`src/mob_pkg.sv`:
```
// constants, register map and types for the muting override block
package mob_pkg;

    // ------------------------------------------------------------------
    // clock and timing
    // ------------------------------------------------------------------
    localparam int unsigned CLK_PERIOD_NS   = 5;
    localparam int unsigned SECOND_NS       = 1000000000;
    localparam int unsigned SEC_CYCLES_DFLT = SECOND_NS / CLK_PERIOD_NS;
    localparam int unsigned PRE_W           = 28;
    localparam int unsigned SEC_W           = 16;
    localparam logic [SEC_W-1:0] TMO_MIN_SEC     = 16'h000a;
    localparam logic [SEC_W-1:0] TMO_UNLIMITED   = 16'h0000;
    localparam logic [SEC_W-1:0] TMO_RESET_VALUE = 16'h000a;

    // ------------------------------------------------------------------
    // register map (byte addresses)
    // ------------------------------------------------------------------
    localparam int unsigned ADDR_W = 32;
    localparam int unsigned DATA_W = 32;
    localparam logic [ADDR_W-1:0] OFS_CTRL    = 32'h0000_0000;
    localparam logic [ADDR_W-1:0] OFS_TIMEOUT = 32'h0000_0004;
    localparam logic [ADDR_W-1:0] OFS_STATUS  = 32'h0000_0008;

    // ctrl fields
    localparam int unsigned CTRL_W          = 5;
    localparam int unsigned CTRL_PULSED     = 0;
    localparam int unsigned CTRL_OCC_SENSOR = 1;
    localparam int unsigned CTRL_ACTIVE_SIG = 2;
    localparam int unsigned CTRL_REQ_SIG    = 3;
    localparam int unsigned CTRL_RST_MON    = 4;
    localparam logic [CTRL_W-1:0] CTRL_RESET_VALUE = 5'h00;

    // status fields
    localparam int unsigned STAT_ACTIVE    = 0;
    localparam int unsigned STAT_POSSIBLE  = 1;
    localparam int unsigned STAT_OUTPUT    = 2;
    localparam int unsigned STAT_RESET_OK  = 3;
    localparam int unsigned STAT_EXPIRED   = 4;
    localparam int unsigned STAT_PINS_LSB  = 8;

    // ------------------------------------------------------------------
    // types
    // ------------------------------------------------------------------
    typedef struct packed {
        logic muting;
        logic sensor_occ;
        logic curtain_occ;
        logic req;
        logic rst_cmd;
    } mob_pins_t;

    localparam int unsigned PINS_W = $bits(mob_pins_t);

    typedef enum logic [1:0] {
        ST_IDLE,
        ST_ACTIVE,
        ST_WAIT_REL
    } mob_state_t;

endpackage

```
`src/mob_sync.sv`:
```
// three-stage input synchroniser with agreement filter
`timescale 1ns/1ps
module mob_sync #(
    parameter int unsigned WIDTH = 1
) (
    input  wire logic             core_clk_in,
    input  wire logic             rst_in,
    input  wire logic [WIDTH-1:0] d_in,
    output logic      [WIDTH-1:0] q_out
);
    logic [WIDTH-1:0] ff1_q;
    logic [WIDTH-1:0] ff2_q;
    logic [WIDTH-1:0] ff3_q;
    logic [WIDTH-1:0] agree;

    always_ff @(posedge core_clk_in) begin
        if (rst_in) begin
            ff1_q <= '0;
            ff2_q <= '0;
            ff3_q <= '0;
        end else begin
            ff1_q <= d_in;
            ff2_q <= ff1_q;
            ff3_q <= ff2_q;
        end
    end

    assign agree = ~(ff2_q ^ ff3_q);

    // a bit changes only once stages two and three agree
    always_ff @(posedge core_clk_in) begin
        if (rst_in) begin
            q_out <= '0;
        end else begin
            q_out <= (q_out & ~agree) | (ff3_q & agree);
        end
    end
endmodule

```
`src/mob_timer.sv`:
```
// seconds timer for the override timeout
`timescale 1ns/1ps
module mob_timer
    import mob_pkg::*;
#(
    parameter logic [PRE_W-1:0] SEC_LAST = PRE_W'(SEC_CYCLES_DFLT - 1)
) (
    input  wire logic             core_clk_in,
    input  wire logic             rst_in,
    input  wire logic             run_in,
    input  wire logic [SEC_W-1:0] limit_sec_in,
    output logic                  expired_out
);
    logic [PRE_W-1:0] pre_q;
    logic [SEC_W-1:0] sec_q;

    // restarts from zero whenever run drops
    always_ff @(posedge core_clk_in) begin
        if (rst_in) begin
            pre_q <= '0;
            sec_q <= '0;
        end else if (!run_in) begin
            pre_q <= '0;
            sec_q <= '0;
        end else if (pre_q == SEC_LAST) begin
            pre_q <= '0;
            if (sec_q != {SEC_W{1'b1}}) begin
                sec_q <= sec_q + 16'h0001;
            end
        end else begin
            pre_q <= pre_q + 28'h0000001;
        end
    end

    // zero limit means no timeout at all
    assign expired_out = run_in && (limit_sec_in != TMO_UNLIMITED)
                         && (sec_q >= limit_sec_in);
endmodule

```
`src/mob_override.sv`:
```
// muting override block with apb register access
`timescale 1ns/1ps
module mob_override #(
    parameter int unsigned SEC_CYCLES = mob_pkg::SEC_CYCLES_DFLT
) (
    input  wire logic                       core_clk_in,
    input  wire logic                       rst_in,
    input  wire logic                       psel_in,
    input  wire logic                       penable_in,
    input  wire logic                       pwrite_in,
    input  wire logic [mob_pkg::ADDR_W-1:0] paddr_in,
    input  wire logic [mob_pkg::DATA_W-1:0] pwdata_in,
    output logic      [mob_pkg::DATA_W-1:0] prdata_out,
    output logic                            pready_out,
    output logic                            pslverr_out,
    input  wire logic                       muting_in,
    input  wire logic                       sensor_occupied_in,
    input  wire logic                       curtain_occupied_in,
    input  wire logic                       override_req_in,
    input  wire logic                       reset_cmd_in,
    output logic                            safety_switching_output_out,
    output logic                            bypass_active_flag_out,
    output logic                            request_possible_out
);
    import mob_pkg::*;

    // ------------------------------------------------------------------
    // input synchronisation
    // ------------------------------------------------------------------
    mob_pins_t pins_raw;
    mob_pins_t pins_s;
    logic      req_prev_q;
    logic      rst_prev_q;

    assign pins_raw = {muting_in, sensor_occupied_in, curtain_occupied_in,
                       override_req_in, reset_cmd_in};

    mob_sync #(
        .WIDTH (PINS_W)
    ) u_sync (
        .core_clk_in (core_clk_in),
        .rst_in      (rst_in),
        .d_in        (pins_raw),
        .q_out       (pins_s)
    );

    always_ff @(posedge core_clk_in) begin
        if (rst_in) begin
            req_prev_q <= 1'b0;
            rst_prev_q <= 1'b0;
        end else begin
            req_prev_q <= pins_s.req;
            rst_prev_q <= pins_s.rst_cmd;
        end
    end

    // ------------------------------------------------------------------
    // apb slave
    // ------------------------------------------------------------------
    logic [CTRL_W-1:0] ctrl_q;
    logic [SEC_W-1:0]  timeout_q;
    logic              pready_q;
    logic              pslverr_q;
    logic [DATA_W-1:0] prdata_q;
    logic              setup;
    logic              wr_take;
    logic              addr_hit;
    logic [DATA_W-1:0] rd_mux;
    logic [SEC_W-1:0]  tmo_wr;
    logic [DATA_W-1:0] status_word;

    assign setup    = psel_in && !penable_in;
    assign wr_take  = psel_in && penable_in && pready_q && pwrite_in
                      && !pslverr_q;
    assign addr_hit = (paddr_in == OFS_CTRL) || (paddr_in == OFS_TIMEOUT)
                      || (paddr_in == OFS_STATUS);

    always_comb begin
        rd_mux = '0;
        case (paddr_in)
            OFS_CTRL:    rd_mux = {{(DATA_W-CTRL_W){1'b0}}, ctrl_q};
            OFS_TIMEOUT: rd_mux = {{(DATA_W-SEC_W){1'b0}}, timeout_q};
            OFS_STATUS:  rd_mux = status_word;
            default:     rd_mux = '0;
        endcase
    end

    // answer in the first access cycle
    always_ff @(posedge core_clk_in) begin
        if (rst_in) begin
            pready_q  <= 1'b0;
            pslverr_q <= 1'b0;
            prdata_q  <= '0;
        end else begin
            pready_q  <= setup;
            pslverr_q <= setup && !addr_hit;
            prdata_q  <= (setup && !pwrite_in) ? rd_mux : '0;
        end
    end

    // short timeouts are raised to the minimum
    always_comb begin
        tmo_wr = pwdata_in[SEC_W-1:0];
        if (tmo_wr != TMO_UNLIMITED && tmo_wr < TMO_MIN_SEC) begin
            tmo_wr = TMO_MIN_SEC;
        end
    end

    always_ff @(posedge core_clk_in) begin
        if (rst_in) begin
            ctrl_q    <= CTRL_RESET_VALUE;
            timeout_q <= TMO_RESET_VALUE;
        end else if (wr_take) begin
            if (paddr_in == OFS_CTRL) begin
                ctrl_q <= pwdata_in[CTRL_W-1:0];
            end
            if (paddr_in == OFS_TIMEOUT) begin
                timeout_q <= tmo_wr;
            end
        end
    end

    assign prdata_out  = prdata_q;
    assign pready_out  = pready_q;
    assign pslverr_out = pslverr_q;

    // ------------------------------------------------------------------
    // override qualification and state machine
    // ------------------------------------------------------------------
    logic       pulsed;
    logic       opt_occ;
    logic       rst_mon;
    logic       muting;
    logic       req;
    logic       req_rise;
    logic       gap_free;
    logic       qualify;
    logic       start;
    logic       expired;
    logic       active;
    mob_state_t state_q;

    assign pulsed   = ctrl_q[CTRL_PULSED];
    assign opt_occ  = ctrl_q[CTRL_OCC_SENSOR];
    assign rst_mon  = ctrl_q[CTRL_RST_MON];
    assign muting   = pins_s.muting;
    assign req      = pins_s.req;
    assign req_rise = req && !req_prev_q;
    assign gap_free = !pins_s.sensor_occ && !pins_s.curtain_occ;
    assign active   = (state_q == ST_ACTIVE);

    // sensor option narrows the occupancy condition
    assign qualify = !muting && (opt_occ ? pins_s.sensor_occ
                     : (pins_s.sensor_occ || pins_s.curtain_occ));
    assign start   = qualify && (pulsed ? req_rise : req);

    mob_timer #(
        .SEC_LAST (PRE_W'(SEC_CYCLES - 1))
    ) u_timer (
        .core_clk_in  (core_clk_in),
        .rst_in       (rst_in),
        .run_in       (active),
        .limit_sec_in (timeout_q),
        .expired_out  (expired)
    );

    always_ff @(posedge core_clk_in) begin
        if (rst_in) begin
            state_q <= ST_IDLE;
        end else begin
            case (state_q)
                ST_IDLE: begin
                    if (start) begin
                        state_q <= ST_ACTIVE;
                    end
                end
                ST_ACTIVE: begin
                    if (gap_free || expired
                        || (!pulsed && !req)) begin
                        state_q <= req ? ST_WAIT_REL : ST_IDLE;
                    end
                end
                ST_WAIT_REL: begin
                    if (!req) begin
                        state_q <= ST_IDLE;
                    end
                end
                default: begin
                    state_q <= ST_IDLE;
                end
            endcase
        end
    end

    // ------------------------------------------------------------------
    // reset recognition
    // ------------------------------------------------------------------
    logic rst_rise;
    logic rst_fall;
    logic rst_accept;
    logic rst_armed_q;
    logic reset_ok_q;

    assign rst_rise   = pins_s.rst_cmd && !rst_prev_q;
    assign rst_fall   = !pins_s.rst_cmd && rst_prev_q;
    assign rst_accept = rst_mon ? (rst_armed_q && rst_fall)
                                : rst_rise;

    always_ff @(posedge core_clk_in) begin
        if (rst_in) begin
            rst_armed_q <= 1'b0;
        end else if (!rst_mon || rst_fall) begin
            rst_armed_q <= 1'b0;
        end else if (rst_rise) begin
            rst_armed_q <= 1'b1;
        end
    end

    // cleared whenever muting drops, so each muted phase needs a reset
    always_ff @(posedge core_clk_in) begin
        if (rst_in) begin
            reset_ok_q <= 1'b0;
        end else if (!muting) begin
            reset_ok_q <= 1'b0;
        end else if (rst_accept) begin
            reset_ok_q <= 1'b1;
        end
    end

    // ------------------------------------------------------------------
    // outputs
    // ------------------------------------------------------------------
    logic out_q;
    logic flag_q;
    logic possible_q;

    always_ff @(posedge core_clk_in) begin
        if (rst_in) begin
            out_q      <= 1'b0;
            flag_q     <= 1'b0;
            possible_q <= 1'b0;
        end else begin
            out_q      <= muting ? reset_ok_q
                                 : active;
            flag_q     <= active && ctrl_q[CTRL_ACTIVE_SIG];
            possible_q <= qualify && ctrl_q[CTRL_REQ_SIG];
        end
    end

    assign safety_switching_output_out = out_q;
    assign bypass_active_flag_out      = flag_q;
    assign request_possible_out        = possible_q;

    always_comb begin
        status_word                = '0;
        status_word[STAT_ACTIVE]   = active;
        status_word[STAT_POSSIBLE] = qualify;
        status_word[STAT_OUTPUT]   = out_q;
        status_word[STAT_RESET_OK] = reset_ok_q;
        status_word[STAT_EXPIRED]  = expired;
        status_word[STAT_PINS_LSB +: PINS_W] = pins_s;
    end
endmodule

```
`config.mk`:
```
export PLATFORM = sky130hd
export DESIGN_NAME = mob_override
export DESIGN_NICKNAME = d
export VERILOG_FILES = /design/src/mob_pkg.sv /design/src/mob_sync.sv /design/src/mob_timer.sv /design/src/mob_override.sv
export SDC_FILE = /design/constraint.sdc
export NUM_CORES = 1
export LEC_CHECK = 0
export ABC_AREA = 1
export BUFFER_PORTS_ARGS = -buffer_cell sky130_fd_sc_hd__buf_2
export CELL_PAD_IN_SITES_DETAIL_PLACEMENT = 0
export CELL_PAD_IN_SITES_GLOBAL_PLACEMENT = 1
export CORE_MARGIN = 4
export CORE_UTILIZATION = 39
export CTS_CLUSTER_DIAMETER = 60
export DETAILED_ROUTE_END_ITERATION = 10
export GPL_TIMING_DRIVEN = 1
export PLACE_DENSITY_LB_ADDON = 0.1
export REMOVE_ABC_BUFFERS = 1
export SYNTH_ARGS = -nofsm -noshare
export SYNTH_HDL_FRONTEND = slang
export SYNTH_SLANG_ARGS = --single-unit
```
`constraint.sdc`:
```
create_clock -name core_clk_in -period 2.5 [get_ports core_clk_in]
set_clock_uncertainty 0.2 [all_clocks]
set_input_delay 0.375 -clock core_clk_in [delete_from_list [all_inputs] [get_ports core_clk_in]]
set_output_delay 0.375 -clock core_clk_in [all_outputs]
set_load 0.02 [all_outputs]
```
Word level (Yosys, flattened, before mapping). Cells that the tools add are included.

Register bits after elaboration: 128. Bits of input ports: 74. Output and inout bits: 37.

Add/sub/neg operators: 2. Magnitude comparators: 2. Eq/ne operators: 9. Muxes and demuxes: 11. Bitwise logic cells: 9. Reduce and logical (&&, ||, !) cells: 52.

Operators with widths (count): $pmux W16 S3 (1); $eq A32 B3 Y1 const B (1); $eq A32 B4 Y1 const B (1); $logic_not A32 Y1 (1); $reduce_bool A16 Y1 (2); $add A28 B1 Y28 const B (1); $eq A28 B28 Y1 const B (1); $logic_and A1 B1 Y1 (20); $add A16 B1 Y16 const B (1); $ge A16 B16 Y1 (1); $lt A16 B4 Y1 const B (1); $mux W16 (1); $ne A16 B16 Y1 const B (1); $logic_not A1 Y1 (13); $and A5 B5 Y5 (2); $not A5 Y5 (2); $mux W2 (4); $reduce_or A2 Y1 (4); $logic_or A1 B1 Y1 (6); $pmux W2 S3 (1); $reduce_and A2 Y1 (3); $or A5 B5 Y5 (1); $xor A5 B5 Y5 (1); $mux W1 (4); other kinds (8) (11).

Logic depth before layout (Yosys ltp).
Depth in word-level cells: 7. Mapped depth: 16. Mapped depth without buffers: 16.

Cells and area by module. Synthesis repeated with hierarchy kept, for this count alone.

Cell total of the unflattened synthesis: 913. Area total of the unflattened synthesis: 6024.5 µm².

Modules (own cells, without submodules): mob_timer (instances 1, cells each 475, area an instance 2974.1 µm², sequential area each 880.8 µm²); mob_override (instances 1, cells each 370, area an instance 2442.3 µm², sequential area each 960.9 µm²); mob_sync (instances 1, cells each 68, area an instance 608.1 µm², sequential area each 400.4 µm²).

Least setup slack after synthesis. OpenSTA, ideal clock, no wires.

Kind: register to register. Start point: register u_timer.pre_q[0]. End point: register u_timer.pre_q[15]. Data arrival time: 1511 ps. Data required time: 2186 ps. Path slack: 675 ps. Stages on the path, launching flop included: 11. Buffers on the path: 1. Period minus slack after synthesis: 1825 ps. Path through: dfxtp_1 -> ha_1 -> nand3_2 -> nor2_4 -> nand2_4 -> nor3_2 -> and2_4 -> nor2_2 -> inv_2 -> buf_6 -> nor2_1.

Cells in the longest elaborated chain, start to end: 2. Elaborated cells between the ends (all ways): 3.

RTL lines: start: declaration (RTL line mob_timer.sv:14) `logic [PRE_W-1:0] pre_q;`; start signal: assignment (RTL line mob_timer.sv:31) `pre_q <= pre_q + 28'h0000001;`; parallel branches: the longest is 2 deep, another holds $add A28 B1 Y28.

Several ways; the timed one is not identified. A chain may end at the register's enable or synchronous reset.

Worst setup path after layout.
Start point: register u_timer.pre_q[0]. End point: register u_timer.pre_q[20].

Same word-level chain as after synthesis.

==> impl.org <==
** Floorplanning
- Starting density of the core :: 0.3982
- The core region is 0.01383 mm^2.
- The die is 126.8 um wide.
- Count of boundary I/O pins :: 111
- Die area :: 0.01608 mm^2
- Die span in y :: 126.8 um
- FP Rows :: 43

** GRT
- The via count of the first global-routing pass came to 4654.
- The first global-routing pass estimated 22780 um of wire.
- Entering global routing, the biggest net connects 22 pins.
- After global routing the overflow that remains totals 0.
- For this run, the total global-route usage over all layers was measured as 0.1726.
- The number of antenna violations at the first check in global routing came to 0.

** Synth
- After synthesis the netlist holds a flip-flop and latch count of 112.
- Post-synth top area cell :: dfxtp_1
- Synthesis instantiated 43 different standard cells from the library.
- Area share of fa/ha/maj cells after synthesis :: 0.04091
- Seq/Total Area, Yosys :: 0.4073
- Cells taking the most area after synthesis :: dfxtp_1, nand2_1, nor2_1
- Of the total synthesized cell area, the portion taken by AND, OR, NAND and NOR gates is 0.3077.
- Of the total synthesized cell area, the portion taken by XOR and XNOR cells is 0.03500.
- Proportion of synthesized area in mux cells :: 0
- During synthesis, Yosys emitted a total of 0 warnings.
- Mean area per synthesized cell :: 7.215 um^2
- The cell count after synthesis came out at 763.
- The cell area that synthesis handed to floorplanning was 0.005505 mm^2.
- The share of synthesized area in the top cell type comes to 0.4073.
- The complex-gate fraction of the synthesized area is 0.1002.
- By area, the combinational part of the netlist is dominated by simple AND/OR/NAND/NOR gates.

** Detailed routing
- Total wire length :: 13490 um
- Post-route ant nets :: 0
- DRC violations left :: 0
- Routed length per placed instance :: 13.11 um
- The first detailed-routing pass took 5 iterations.
- Mean number of vias per cell :: 4.747
- Vias after detailed routing :: 4885
- Iteration-0 DRC Markers :: 232

** Layout
- Most used cells in the layout excluding fill and tap cells :: nand2_1, dfxtp_1, nor2_1, inv_1, buf_2
- Net count of the finished layout :: 936
- Layout area overhead :: 14.39%
- Antenna cells :: 0
- Most common cell after layout, fill and taps aside :: nand2_1
- Filler cells :: 1442
- Share of cells above drive strength 1 :: 0.1496

** Worst hold path
- The path class of the tightest hold or removal check is in -> reg.
- The worst hold path was traced through 3 stages.

** Clock tree
- Gates resized during post-CTS repair numbered 0.
- Number of buffers on the longest clock path :: 2
- TritonCTS clock tree :: built
- Depth of the CTS H-tree :: 3
- The tree is rooted in a clkbuf_16.
- The number of setup buffers added after CTS is 0.
- Clock transition at the registers of the reported paths :: 0.08 ns
- Clock tree synthesis inserted a total of 9 buffers.
- The clock net in this run drives a total of 112 sinks.
- After clock tree synthesis, the flow added hold-fix buffers numbering 0.
- The clock reaches the later pin of the worst-skew pair after 0.36 ns.

** Timing
- Setup repair after global routing left no endpoint under its margin.
- Post-route fraction of the period consumed by the critical path :: 0.8645
- Setup violations remaining at the end of the flow were counted as 0.
- Fmax achieved :: 462.7 MHz
- Minimum clock period :: 2.161 ns
- The max-slew violation count is 0.
- Tightest hold margin :: 0.01507 ns
- The final hold violation count was 0.
- After routing, the total negative slack on setup checks comes to 0 ns.

** Place
- Routability-driven placement finished with a final weighted congestion of 0.8514.
- During placement, the flow inserted port buffers numbering 78.
- Detailed placement finished with a half-perimeter wire length of 10360 um.

** Worst setup path
- STA classifies the critical path endpoint as a flop.
- Class of the most critical setup path :: reg -> reg
- Sort of element at the start of the critical path :: flop
- Of all nets on the critical path, the largest fanout is 19.
- Cells on worst reg2reg path :: 9
- At the worst endpoint, the required time is 2.58 ns.
- Arrival time at the worst endpoint :: 2.24 ns

** Power
- The worst-case IR drop observed on VDD is 0.3864 mV.
- Power density relative to cell area :: 532.9 mW/mm^2
- Summed over all cells, the static leakage comes to 2.519 nW.

** Status
- The run finished with clean final reports.

** Run
- Max-cap check violation count :: 0
through the flow:
stage	util	setup slack [ns]	instance area, um^2	cells	total power, W
final	0.4554	0.3388	6297	1029	0.003356
after global routing	0.4554	0.09549	6297	1029	0.003490
after CTS	0.4554	0.2933	6297	1029	0.003397
after detailed placement	0.4350	0.2631	6015	1013	0.001981
after global placement	0.4350	0.2864	6015	1013	0.001978
after floorplan	-	0.6880	5369	751	0.001905
path summary, 6_finish.rpt:
check / slack [ns] / to / start
setup reg to reg: 0.34 / u_timer.pre_q[20] / u_timer.pre_q[0]
setup / recovery: 0.34 / u_timer.pre_q[20] / u_timer.pre_q[0]
hold / removal: 0.02 / u_sync.ff1_q[4] / muting_in
hold reg to reg: 0.20 / u_sync.ff2_q[0] / u_sync.ff1_q[0]
synth_stat cells, drive strengths merged:
library cell	n
a2111oi	1
a211oi	2
a21oi	67
a22oi	1
a31oi	2
and2	3
buf	24
clkbuf	3
conb	1
dfxtp	112
ha	18
inv	106
nand2	155
nand3	31
nand3b	3
nand4	17
nor2	116
nor3	34
nor3b	2
nor4	8
o211ai	1
o21a	1
o21ai	30
o31ai	1
or2	2
xnor2	5
xor2	17
sequential cells by signal, indices dropped and copies added (netlist names), 2 cells and up, named ones only:
register / cells
ctrl_q: 5
prdata_out: 16
state_q: 2
timeout_q: 16
u_sync.ff1_q: 5
u_sync.ff2_q: 5
u_sync.ff3_q: 5
u_timer.pre_q: 28
u_timer.sec_q: 16
report_power, final:
part           switching (W)  total (W)  internal (W)
Combinational      0.0000853   0.000138     0.0000531
Sequential        0.00000552    0.00180       0.00179
Clock               0.000715    0.00142      0.000702
worst max-delay path, stage by stage (launching register included):
cell	delay (ns)
dfxtp_1	0.34
ha_1	0.24
nand3_2	0.12
nor2_4	0.06
nand2_4	0.08
nor3_2	0.04
and2_4	0.15
nor2_2	0.36
inv_2	0.27
nor3b_1	0.22
area by class of cell:
class | count | area, um^2 | share of cell area
clock inverter | 6 | 53.80 | 0.008544
timing repair buffer | 82 | 420.4 | 0.06676
clock buffer | 10 | 229.0 | 0.03636
sequential | 112 | 2242 | 0.3560
tap | 180 | 225.2 | 0.03576
multi-input combinational | 533 | 2724 | 0.4325
inverter | 106 | 402.9 | 0.06398
cells by family (layout without fill, tap and decap cells):
kind of cell	after synthesis	after routing
adder cells (fa/ha/maj)	18	18
AND/OR/NAND/NOR	371	371
XOR/XNOR	22	22
buffers and inverters	133	204
other	1	16
AO/OA/AOI/OAI	106	106
flip-flops	112	112
metal layers:
layer | up-vias | routed length (um) | global-route usage
li1 | 2580 | - | -
met1 | 2184 | 6653 | 0.2398
met2 | 114 | 6053 | 0.2765
met3 | 7 | 677 | 0.03958
met4 | 0 | 101 | 0.03407
met5 | - | 0 | 0
No activity file was read; power rests on OpenSTA's default activity.
